<file path="config.mk">
export PLATFORM = sky130hd
export DESIGN_NAME = vsgc_top
export DESIGN_NICKNAME = d
export VERILOG_FILES = /design/src/core/vsgc_pkg.sv /design/src/core/vsgc_channel.sv /design/src/core/vsgc_top.sv
export SDC_FILE = /design/constraint.sdc
export NUM_CORES = 1
export LEC_CHECK = 0
export BUFFER_PORTS_ARGS = -buffer_cell sky130_fd_sc_hd__buf_2
export CORE_ASPECT_RATIO = 0.7
export CORE_UTILIZATION = 55
export CTS_CLUSTER_DIAMETER = 120
export DETAILED_ROUTE_END_ITERATION = 7
export PLACE_DENSITY = 0.85
export SLEW_MARGIN = 20
export SYNTH_ARGS = -nofsm -noshare
export SYNTH_HDL_FRONTEND = slang
export SYNTH_SLANG_ARGS = --single-unit
</file>
<file path="constraint.sdc">
create_clock -name clock -period 2.1 [get_ports clock]
set_input_delay 0 -clock clock [delete_from_list [all_inputs] [get_ports clock]]
set_output_delay 0 -clock clock [all_outputs]
set_load 0.02 [all_outputs]
</file>
<file path="src/core/vsgc_pkg.sv">
// Package of constants and types for the volume serial gain control
package vsgc_pkg;
  localparam int unsigned CLK_HZ = 125000000;
  localparam int unsigned POR_TIME_MS = 100;
  localparam int unsigned POR_CYCLES = (CLK_HZ / 1000) * POR_TIME_MS;
  localparam int unsigned ZC_TIMEOUT_MS = 16;
  localparam int unsigned ZC_TIMEOUT_CYCLES = (CLK_HZ / 1000) * ZC_TIMEOUT_MS;
  localparam int unsigned CAL_CYCLES_DEF = 1024;
  localparam int unsigned WORD_BITS = 16;
  localparam int unsigned CODE_BITS = 8;
  localparam int unsigned RIGHT_MSB = 15;
  localparam int unsigned LEFT_MSB = 7;
  localparam logic [7:0] CODE_MUTE = 8'h00;
  localparam logic [7:0] CODE_MAX = 8'hFF;
  localparam int unsigned TIMER_W = 32;

  typedef enum logic [1:0] {
    VSGC_POR,
    VSGC_CAL,
    VSGC_INIT,
    VSGC_RUN
  } vsgc_state_t;

  // Decoded gain for one channel, in half-dB steps from +31.5 dB
  typedef struct packed {
    logic       mute;
    logic [7:0] atten_half_db;
  } vsgc_gain_t;
endpackage

</file>
<file path="src/core/vsgc_channel.sv">
// One channel: pending code, zero-crossing wait with timeout, and gain decode
`timescale 1ns/1ns
module vsgc_channel
  import vsgc_pkg::*;
#(
  parameter int unsigned TIMEOUT_CYCLES = ZC_TIMEOUT_CYCLES
) (
  input wire logic clock,
  input wire logic reset,
  input wire logic clear,
  input wire logic load,
  input wire logic [7:0] new_code,
  input wire logic zc_enable,
  input wire logic zero_cross,
  output logic [7:0] code_q,
  output vsgc_gain_t gain_q
);
  logic [7:0] pend_q;
  logic wait_q;
  logic [TIMER_W-1:0] tmr_q;
  logic apply;

  // Apply on a rising zero crossing or when the timer expires
  assign apply = wait_q && (zero_cross || tmr_q >= TIMER_W'(TIMEOUT_CYCLES - 1));

  // Only a changed code starts the wait; ZC disabled takes effect at once
  always_ff @(posedge clock) begin
    if (reset || clear) begin
      wait_q <= 1'b0;
      pend_q <= CODE_MUTE;
      tmr_q <= '0;
    end else if (load && new_code != code_q && zc_enable) begin
      wait_q <= 1'b1;
      pend_q <= new_code;
      tmr_q <= '0;
    end else if (apply) begin
      wait_q <= 1'b0;
    end else if (wait_q) begin
      tmr_q <= tmr_q + 1'b1;
    end
  end

  // Active code register
  always_ff @(posedge clock) begin
    if (reset || clear) begin
      code_q <= CODE_MUTE;
    end else if (load && !zc_enable) begin
      code_q <= new_code;
    end else if (apply) begin
      code_q <= pend_q;
    end
  end

  // Gain decode: 0 mutes at unity; else atten = 255 - N half-dB steps below +31.5 dB
  always_ff @(posedge clock) begin
    if (reset) begin
      gain_q <= '{mute: 1'b1, atten_half_db: 8'h00};
    end else begin
      gain_q.mute <= (code_q == CODE_MUTE);
      gain_q.atten_half_db <= (code_q == CODE_MUTE) ? 8'h00 : CODE_MAX - code_q;
    end
  end
endmodule

</file>
<file path="src/core/vsgc_top.sv">
// Top of the volume serial gain control: serial port, power sequencing, mute
//
// Behaviour
// - Hold reset about 100 ms at power-up, muted.
// - Start offset calibration when power-up reset ends.
// - After power-up calibration both gain codes become zero.
// - Supply low mutes, then reruns power-up.
// - Accept serial bits only while select low.
// - Word is 16 bits: two 8-bit codes.
// - Codes sent MSB first, unsigned binary.
// - Sample serial input on serial clock rise.
// - Serial output high impedance while select high.
// - Serial output carries bits shifted out.
// - Serial output changes on serial clock fall.
// - Code zero mutes channel at unity gain.
// - Gain is 31.5 dB minus half-dB steps.
// - Zero-cross enable input gates zero-cross updates.
// - Wait starts only on code change, per channel.
// - Apply at positive zero crossing or 16 ms.
// - Hardware mute terminates outputs to ground.
// - Hardware mute at zero crossing or timeout.
// - Hardware mute starts offset calibration.
`timescale 1ns/1ns
module vsgc_top
  import vsgc_pkg::*;
#(
  parameter int unsigned POR_CYC = POR_CYCLES,
  parameter int unsigned ZC_CYC = ZC_TIMEOUT_CYCLES,
  parameter int unsigned CAL_CYC = CAL_CYCLES_DEF
) (
  input wire logic clock,
  input wire logic reset,
  input wire logic select_n,
  input wire logic serial_clk,
  input wire logic serial_in,
  input wire logic zero_cross_enable,
  input wire logic mute_n,
  input wire logic supply_low,
  input wire logic zc_right,
  input wire logic zc_left,
  output logic serial_out,
  output logic serial_out_oe,
  output logic hw_mute,
  output logic cal_active,
  output vsgc_gain_t gain_right,
  output vsgc_gain_t gain_left,
  output logic [7:0] code_right,
  output logic [7:0] code_left
);
  // Two-flop synchronisers; stage one is read only by stage two
  logic [7:0] s1_q;
  logic [7:0] s2_q;
  logic sclk_d1_q;
  logic sel_d1_q;
  logic zcr_d1_q;
  logic zcl_d1_q;
  always_ff @(posedge clock) begin
    if (reset) begin
      s1_q <= 8'h09; // Idle: select high, mute released, supply good
      s2_q <= 8'h09;
    end else begin
      s1_q <= {zc_left, zc_right, supply_low, zero_cross_enable, mute_n, serial_in,
               serial_clk, select_n};
      s2_q <= s1_q;
    end
  end

  logic sel_s;
  logic sclk_s;
  logic sdi_s;
  logic mute_n_s;
  logic zero_cross_enable_s;
  logic low_s;
  assign sel_s = s2_q[0];
  assign sclk_s = s2_q[1];
  assign sdi_s = s2_q[2];
  assign mute_n_s = s2_q[3];
  assign zero_cross_enable_s = s2_q[4];
  assign low_s = s2_q[5];

  // Edge history for serial clock, select and the comparator outputs
  always_ff @(posedge clock) begin
    if (reset) begin
      sclk_d1_q <= 1'b0;
      sel_d1_q <= 1'b1;
      zcr_d1_q <= 1'b0;
      zcl_d1_q <= 1'b0;
    end else begin
      sclk_d1_q <= sclk_s;
      sel_d1_q <= sel_s;
      zcr_d1_q <= s2_q[6];
      zcl_d1_q <= s2_q[7];
    end
  end

  logic sclk_rise;
  logic sclk_fall;
  logic sel_rise;
  logic zcr_rise;
  logic zcl_rise;
  assign sclk_rise = sclk_s && !sclk_d1_q;
  assign sclk_fall = !sclk_s && sclk_d1_q;
  assign sel_rise = sel_s && !sel_d1_q;
  // Comparator going high marks a positive-slope zero crossing
  assign zcr_rise = s2_q[6] && !zcr_d1_q;
  assign zcl_rise = s2_q[7] && !zcl_d1_q;

  // Power sequencing
  vsgc_state_t state_q;
  logic [TIMER_W-1:0] seq_q;
  logic mute_n_d1_q;
  logic cal_req;
  assign cal_req = mute_n_d1_q && !mute_n_s;

  always_ff @(posedge clock) begin
    if (reset) begin
      mute_n_d1_q <= 1'b1;
    end else begin
      mute_n_d1_q <= mute_n_s;
    end
  end

  always_ff @(posedge clock) begin
    if (reset || low_s) begin
      state_q <= VSGC_POR;
      seq_q <= '0;
    end else begin
      unique case (state_q)
        VSGC_POR: begin
          if (seq_q >= TIMER_W'(POR_CYC - 1)) begin
            state_q <= VSGC_CAL;
            seq_q <= '0;
          end else begin
            seq_q <= seq_q + 1'b1;
          end
        end
        VSGC_CAL: begin
          if (seq_q >= TIMER_W'(CAL_CYC - 1)) begin
            state_q <= VSGC_INIT;
            seq_q <= '0;
          end else begin
            seq_q <= seq_q + 1'b1;
          end
        end
        VSGC_INIT: begin
          state_q <= VSGC_RUN;
        end
        VSGC_RUN: begin
          if (cal_req) begin
            state_q <= VSGC_CAL;
            seq_q <= '0;
          end
        end
      endcase
    end
  end

  logic in_por;
  assign in_por = (state_q == VSGC_POR);

  // Marks a calibration that followed power-up; a mute calibration must keep the codes
  logic from_por_q;
  always_ff @(posedge clock) begin
    if (reset || low_s || in_por) begin
      from_por_q <= 1'b1;
    end else if (state_q == VSGC_RUN) begin
      from_por_q <= 1'b0;
    end
  end

  // Serial shift register: sample on rise, MSB first, right code first
  logic [WORD_BITS-1:0] shift_q;
  always_ff @(posedge clock) begin
    if (reset || in_por) begin
      shift_q <= '0;
    end else if (!sel_s && sclk_rise) begin
      shift_q <= {shift_q[WORD_BITS-2:0], sdi_s};
    end
  end

  // Serial output follows the bit leaving the register, updated on the fall
  always_ff @(posedge clock) begin
    if (reset || in_por) begin
      serial_out <= 1'b0;
      serial_out_oe <= 1'b0;
    end else begin
      serial_out_oe <= !sel_s;
      if (!sel_s && sclk_fall) begin
        serial_out <= shift_q[WORD_BITS-1];
      end
    end
  end

  // Codes transfer on select rise; ignored until the init state has passed
  logic load;
  logic clear;
  assign load = sel_rise && (state_q == VSGC_RUN);
  assign clear = in_por || (state_q == VSGC_INIT && from_por_q);

  logic [7:0] code_r;
  logic [7:0] code_l;
  vsgc_gain_t gain_r;
  vsgc_gain_t gain_l;

  vsgc_channel #(
    .TIMEOUT_CYCLES(ZC_CYC)
  ) u_right (
    .clock(clock),
    .reset(reset),
    .clear(clear),
    .load(load),
    .new_code(shift_q[RIGHT_MSB -: CODE_BITS]),
    .zc_enable(zero_cross_enable_s),
    .zero_cross(zcr_rise),
    .code_q(code_r),
    .gain_q(gain_r)
  );

  vsgc_channel #(
    .TIMEOUT_CYCLES(ZC_CYC)
  ) u_left (
    .clock(clock),
    .reset(reset),
    .clear(clear),
    .load(load),
    .new_code(shift_q[LEFT_MSB -: CODE_BITS]),
    .zc_enable(zero_cross_enable_s),
    .zero_cross(zcl_rise),
    .code_q(code_l),
    .gain_q(gain_l)
  );

  // Hardware mute: entering waits for a zero crossing or timeout, regardless of enable
  logic mute_wait_q;
  logic [TIMER_W-1:0] mtmr_q;
  always_ff @(posedge clock) begin
    if (reset || in_por) begin
      hw_mute <= 1'b1;
      mute_wait_q <= 1'b0;
      mtmr_q <= '0;
    end else if (mute_n_s) begin
      hw_mute <= 1'b0;
      mute_wait_q <= 1'b0;
      mtmr_q <= '0;
    end else if (!hw_mute) begin
      if (mute_wait_q && (zcr_rise || zcl_rise || mtmr_q >= TIMER_W'(ZC_CYC - 1))) begin
        hw_mute <= 1'b1;
        mute_wait_q <= 1'b0;
      end else begin
        mute_wait_q <= 1'b1;
        mtmr_q <= mute_wait_q ? mtmr_q + 1'b1 : '0;
      end
    end
  end

  // Registered status and gain outputs
  always_ff @(posedge clock) begin
    if (reset) begin
      cal_active <= 1'b0;
      gain_right <= '{mute: 1'b1, atten_half_db: 8'h00};
      gain_left <= '{mute: 1'b1, atten_half_db: 8'h00};
      code_right <= CODE_MUTE;
      code_left <= CODE_MUTE;
    end else begin
      cal_active <= (state_q == VSGC_CAL);
      gain_right <= gain_r;
      gain_left <= gain_l;
      code_right <= code_r;
      code_left <= code_l;
    end
  end
endmodule

</file>
Word level (Yosys, flattened, before mapping)
Index checks and enable logic that the tools add are counted.
- register bits: 259
- logic and storage cells: 132
- $add $sub $neg: 6
- order comparisons: 5
- eq/ne operators: 8
- multiplexer cells: 21
- bitwise gates (word level): 4
- reduce and logical (&&, ||, !) cells: 53
- operators by type and width (cell ; number):
    32-bit by 1-bit adder with 32-bit output, second input constant ; 4
    32-bit 2-to-1 mux ; 4
    32-bit by 21-bit >= comparator with 1-bit output, second input constant ; 3
    32-bit case mux with 3 select lines ; 1
    32-bit by 10-bit >= comparator with 1-bit output, second input constant ; 1
    32-bit by 24-bit >= comparator with 1-bit output, second input constant ; 1
    8-bit 2-to-1 mux ; 4
    1-bit logical AND ; 18
    8-bit zero test ; 2
    8-bit != test ; 2
    8-bit subtractor, first input constant ; 2
    2-bit OR reduction ; 5
    1-bit logical OR ; 9
    1-bit zero test ; 8
    1-bit 2-to-1 mux ; 8
    2-bit case mux with 4 select lines ; 1
    2-bit AND reduction ; 4
    2-bit nonzero test ; 4
    2-bit 2-to-1 mux ; 3
    2-bit == test, second input constant ; 2
    2-bit != test, second input constant ; 2
    1-bit inverter ; 4
    3-bit AND reduction ; 1
    3-bit nonzero test ; 1
    3 further kinds ; 3

Longest topological paths before layout
- word-level depth: 8
- mapped depth: 10

Modules after synthesis
Synthesis repeated with hierarchy kept, for this count alone.
- cells, all modules: 1071
- area, all modules: 10366.2 um^2
- modules (own cells, without submodules) (module ; instances ; cells an instance ; area an instance (um^2) ; seq. area each (um^2)):
    vsgc_top ; 1 ; 581 ; 5501.5 ; 2862.7
    vsgc_channel ; 2 ; 245 ; 2432.3 ; 1161.1

Worst setup path after synthesis
No wires, ideal clock.
- path kind: reg2reg
- start: register state_q[0]
- end: register u_left.tmr_q[5]
- data arrival time: 2.168 ns
- required time: 2.041 ns
- path slack: -0.128 ns
- cell stages (with the launch flop): 10
- buffers on the path: 2
- period minus slack after synthesis: 2.228 ns
- path through: dfxtp_1 -> inv_1 -> ha_1 -> or2_1 -> clkbuf_1 -> a21oi_1 -> nand2b_1 -> clkbuf_1 -> or4_1 -> nand2_1
- longest elaborated chain between the ends: 5
- ends and longest elaborated chain (element ; line ; source):
    from (decl) ; vsgc_top.sv:109 ; vsgc_state_t state_q;
    from (signal assigned) ; vsgc_top.sv:125 ; state_q <= VSGC_POR;
    from (signal assigned) ; vsgc_top.sv:131 ; state_q <= VSGC_CAL;
    from (signal assigned) ; vsgc_top.sv:139 ; state_q <= VSGC_INIT;
    2-bit == test, on equally long branches ; vsgc_top.sv:198, vsgc_top.sv:197 ;
    1-bit logical AND, on equally long branches ; vsgc_top.sv:198, vsgc_top.sv:197 ;
    1-bit logical OR / 1-bit logical AND (equally long branches) ; vsgc_top.sv:198, vsgc_channel.sv:32 ;
    1-bit logical OR / 1-bit logical AND (equally long branches) ; vsgc_channel.sv:28, vsgc_channel.sv:32 ;
    2-bit OR reduction (no line) (*) ; -- ;
    to (signal assigned) ; vsgc_channel.sv:39 ; tmr_q <= tmr_q + 1'b1;
    to (decl) ; vsgc_channel.sv:20 ; logic [TIMER_W-1:0] tmr_q;
Every way passes the cells marked *; elsewhere a longest branch is shown, timed or not.
A chain may end at the register's enable or synchronous reset.

Worst setup path in the final report
- start: register mtmr_q[11]
- end: register mtmr_q[19]
- longest elaborated chain between the ends: 5
- ends and longest elaborated chain (element ; line ; source):
    from (decl) ; vsgc_top.sv:235 ; logic [TIMER_W-1:0] mtmr_q;
    from (signal assigned) ; vsgc_top.sv:251 ; mtmr_q <= mute_wait_q ? mtmr_q + 1'b1 : '0;
    32-bit by 21-bit >= comparator with 1-bit output ; vsgc_top.sv:246 ; if (mute_wait_q && (zcr_rise || zcl_rise || mtmr_q >= TIMER_W'(ZC_CYC - 1))) begin
    1-bit logical OR ; vsgc_top.sv:246 ;
    1-bit logical AND ; vsgc_top.sv:246 ;
    1-bit inverter (no line) ; -- ;
    2-bit AND reduction (no line) ; -- ;
Several ways; a longest one is shown, not always the timed one.

==> results by group <==
Synthesis
  • FFs w/ async S/R, synth: 0%
  • Cell types with the largest area share after synthesis: sky130_fd_sc_hd__dfxtp_1 (52%), sky130_fd_sc_hd__nor2_1 (4.7%), sky130_fd_sc_hd__xor2_1 (4.3%)
  • Main flop type after synthesis: sky130_fd_sc_hd__dfxtp_1
  • EDFF count, synth: 0
  • Number of instances in the synthesized netlist: 1079
  • Post-Synthesis Cell Area: 10000 um^2
  • Post-synth cell types: 57
  • Number of register bits inferred by synthesis: between 200 and 300
  • Sequential element share of the synthesized area: 51.7%
  • Count of synthesis-stage warnings from yosys: 0
  • Net Count, Synth: between 1000 and 1500
  • Most area-hungry cell type in the Yosys netlist: sky130_fd_sc_hd__dfxtp_1
  • Per-instance average area after synthesis: 9.30 um^2
  • Portion of synthesized cell area occupied by the leading cell type: 51.7%

Routing
  • Overall via count from detail_route: 8476
  • Number of vias per cell after detailed routing: between 5 and 6
  • First-pass iteration count of the detailed router: 8
  • Average wire per cell in the routed design: 17.3 um
  • DRC marker count from the first detailed-route iteration: 690
  • Post-route DRC violation count: 1
  • Detailed-route wire length: 25200 um
  • Antenna Violating Nets Remaining: 0

Placement
  • Count of input and output buffers: 47
  • Weighted congestion reported at the end of routability-driven placement: roughly 0.83
  • Cell area after placement: 11000 um^2
  • Placed wire-length estimate: 14100 um
  • Worst setup slack after placement: -96.8 ps

Flow run
  • Max-capacitance violation count: 0

Global route
  • Largest net degree at the start of global routing: 59
  • Vias in the first global route: 7707
  • All-layer global routing usage: 24.0%
  • Overflow after GRT: 0
  • Number of antenna violations at the first check in global routing: 0
  • Global-route wire length before repair: 37300 um

Clock tree
  • Sinks on Clock Net: 259
  • TritonCTS clock tree: done
  • Number of H-tree levels: 1
  • Master cell of the clock root buffer: sky130_fd_sc_hd__clkbuf_16
  • Max Buffers Root-to-Sink: 3
  • TritonCTS Buffers: 23
  • Worst-Skew Late Latency: 530 ps
  • Clock edge transition at the registers on the reported setup and hold paths: 60 ps

Floorplan
  • Overall die width: 163 um
  • Std-Cell Core Area: 17500 um^2
  • Y dimension of the die: 115 um
  • Starting density of the core: 57.3%
  • Full die area: roughly 19000 um^2
  • Top-level port count: 48
  • Floorplan row count: 40

Finish
  • Fillers: 1156
  • N_diodes: 0
  • Area grow syn2layout: 24.4%
  • Combined area of the multi-input logic cells: 5060 um^2
  • Net count of the finished layout: 1224
  • Share of final-layout standard cells stronger than drive strength 1: 22.4%
  • Total non-filler cell area in the finished layout: approximately 12000 um^2
  • Storage element area: 5200 um^2

Timing
  • Worst slew slack as a fraction of its limit: 47.4%
  • Worst Skew: 23.6 ps
  • Number of max-slew violations in the final report: 0
  • Final worst path period share: 106%
  • Maximum operating frequency: 0.450 GHz
  • Setup-violating endpoint count in the final report: 35
  • Setup repair after global routing missed its margin: true
  • Actual transition at the worst max-transition pin: 786 ps
  • Least setup slack across all paths after layout: -120 ps
  • Final min period: 2220 ps
  • Number of endpoints with negative hold slack in the final report: 0

Critical path
  • Maximum net fanout on the critical path: 7
  • Worst setup EP type: flip-flop
  • Required time of the worst setup path: approximately 2500 ps
  • Startpoint type of the worst setup path: flip-flop
  • Category of the most critical setup path: flip-flop to flip-flop
  • Worst reg2reg startpoint: mtmr_q[11]
  • Crit path launch: mtmr_q[11]
  • Data arrival, critical path: 2650 ps

Worst hold path
  • Worst min path class: input pin to flip-flop
  • Min-delay src: supply_low

Outcome
  • Failing checks: design-rule violations, negative setup slack
  • Status: complete, but fails checks

Pwr
  • Worst vdd ir: about 0.00064 V
  • Leakage power: 4.83 nW
  • Power density cells: roughly 740 nW/um^2
## cells by family (layout without fill, tap and decap cells)
logic type      Yosys count  in the layout  synth area share, %
fa+ha+maj                 9              9                 1.12
simple gates            512            512                 27.1
xor+xnor                 70             70                 6.11
buf+inv                  58            200                 2.29
mux                      36             36                 3.59
compound gates          135            135                 8.09
flops                   259            259                 51.7
## power by group
| part | internal [mW] | switching [mW] | total (mW) |
|---|---|---|---|
| sequential | 4.93 | 0.0152 | 4.95 |
| clock | 2.38 | 1.81 | 4.19 |
| combinational | 0.0473 | 0.0607 | 0.108 |
| total | 7.36 | 1.88 | 9.24 |
## synth_stat cells (21+ instances only)
| cell | number |
|---|---|
| sky130_fd_sc_hd__nor2_1 | 125 |
| sky130_fd_sc_hd__nand3_1 | 39 |
| sky130_fd_sc_hd__o21ai_0 | 30 |
| sky130_fd_sc_hd__mux2i_1 | 36 |
| sky130_fd_sc_hd__nand2_1 | 78 |
| sky130_fd_sc_hd__nor2b_1 | 52 |
| sky130_fd_sc_hd__and2_1 | 38 |
| sky130_fd_sc_hd__clkbuf_1 | 39 |
| sky130_fd_sc_hd__a21oi_1 | 64 |
| sky130_fd_sc_hd__nor4_1 | 28 |
| sky130_fd_sc_hd__and3_1 | 23 |
| sky130_fd_sc_hd__xor2_1 | 49 |
| sky130_fd_sc_hd__xnor2_1 | 21 |
| sky130_fd_sc_hd__nand4_1 | 25 |
| sky130_fd_sc_hd__dfxtp_1 | 259 |
## worst max-delay path: stages (launching register included)
cell and delay (ps):
sky130_fd_sc_hd__dfxtp_2 320, sky130_fd_sc_hd__or4_4 530, sky130_fd_sc_hd__a311o_1 330, sky130_fd_sc_hd__o211ai_4 130, sky130_fd_sc_hd__a21oi_4 140, sky130_fd_sc_hd__buf_6 170
sky130_fd_sc_hd__or3_1 350, sky130_fd_sc_hd__a21oi_1 160
## repair_timing
action                                  CTS  global route
pin swaps                                11            38
endpoints found under the setup margin   36            91
gates cloned                              1             3
hold buffers                              9             0
buffers inserted                          1            12
hold endpoints to repair                 16             0
gates resized for setup                  20           113
## area by class of cell
class,count,share of cell area (%)
sequential,259,41.7
clock buffer,34,5.42
multi-input combinational,762,40.6
timing repair buffer,150,9.07
inverter,9,0.271
clock inverter,7,0.652
tap,231,2.32
## sequential cells by signal, indices dropped and copies added, names as in the netlist, 2 cells and up
register        count
u_right.tmr_q      32
code_right          8
shift_q            16
state_q             2
u_left.pend_q       8
u_right.pend_q      8
code_left           8
gain_left           9
mtmr_q             32
seq_q              32
gain_right          9
u_left.code_q       8
u_left.gain_q       9
s1_q                8
u_right.gain_q      9
s2_q                8
u_right.code_q      8
u_left.tmr_q       32
## metrics by stage
stage               std cells  utilization (%)  hold slack [ps]  TNS (ps)  total power [mW]
floorplan                1079                -             83.4     -1250              5.11
global placement         1386             62.7              206      -467              5.14
detailed placement       1386             62.7              207     -1210              5.15
CTS                      1438             68.2              226      -286              9.28
global route             1452             71.3              259     -4080              9.49
finish                   1452             71.3              232     -1150              9.24
## path summary, 6_finish.rpt
path                   end  slack (ps)  cells past startpoint
max             mtmr_q[19]        -120                      7
min                s1_q[5]         230                      3
max reg2reg     mtmr_q[19]        -120                      7
min reg2reg  gain_right[8]         410                      1
## metal layers
metal | up-vias | global-route usage, % | part of all wire (%)
li1 | 4014 | - | -
met1 | 4020 | 33.5 | 44
met2 | 376 | 38.9 | 46
met3 | 66 | 3.39 | 6.8
met4 | 0 | 6.48 | 2.7
met5 | - | 0 | 0
## cell usage in the layout (no fill, tap or decap), types with 6 or more instances in the layout
| cell | count |
|---|---|
| sky130_fd_sc_hd__dfxtp_1 | 245 |
| sky130_fd_sc_hd__nor2_1 | 120 |
| sky130_fd_sc_hd__nand2_1 | 78 |
| sky130_fd_sc_hd__buf_4 | 77 |
| sky130_fd_sc_hd__a21oi_1 | 60 |
| sky130_fd_sc_hd__nor2b_1 | 52 |
| sky130_fd_sc_hd__xor2_1 | 49 |
| sky130_fd_sc_hd__buf_2 | 48 |
| sky130_fd_sc_hd__nand3_1 | 38 |
| sky130_fd_sc_hd__and2_1 | 38 |
| sky130_fd_sc_hd__mux2i_1 | 36 |
| sky130_fd_sc_hd__nand4_1 | 25 |
| sky130_fd_sc_hd__clkbuf_16 | 24 |
| sky130_fd_sc_hd__and3_1 | 21 |
| sky130_fd_sc_hd__xnor2_1 | 21 |
| sky130_fd_sc_hd__or3_1 | 18 |
| sky130_fd_sc_hd__nor4_1 | 17 |
| sky130_fd_sc_hd__o21ai_0 | 16 |
| sky130_fd_sc_hd__dfxtp_2 | 14 |
| sky130_fd_sc_hd__nor3_1 | 12 |
| sky130_fd_sc_hd__buf_6 | 11 |
| sky130_fd_sc_hd__and4_1 | 10 |
| sky130_fd_sc_hd__or2_2 | 10 |
| sky130_fd_sc_hd__inv_1 | 9 |
| sky130_fd_sc_hd__dlygate4sd3_1 | 9 |
| sky130_fd_sc_hd__nor3_2 | 8 |
| sky130_fd_sc_hd__nor4_4 | 8 |
| sky130_fd_sc_hd__o21ai_2 | 8 |
| sky130_fd_sc_hd__or4_4 | 6 |
| sky130_fd_sc_hd__o21ai_1 | 6 |
| sky130_fd_sc_hd__or4_1 | 6 |
| sky130_fd_sc_hd__ha_1 | 6 |
| sky130_fd_sc_hd__clkbuf_8 | 6 |
No activity file was read; power rests on OpenSTA's default activity.
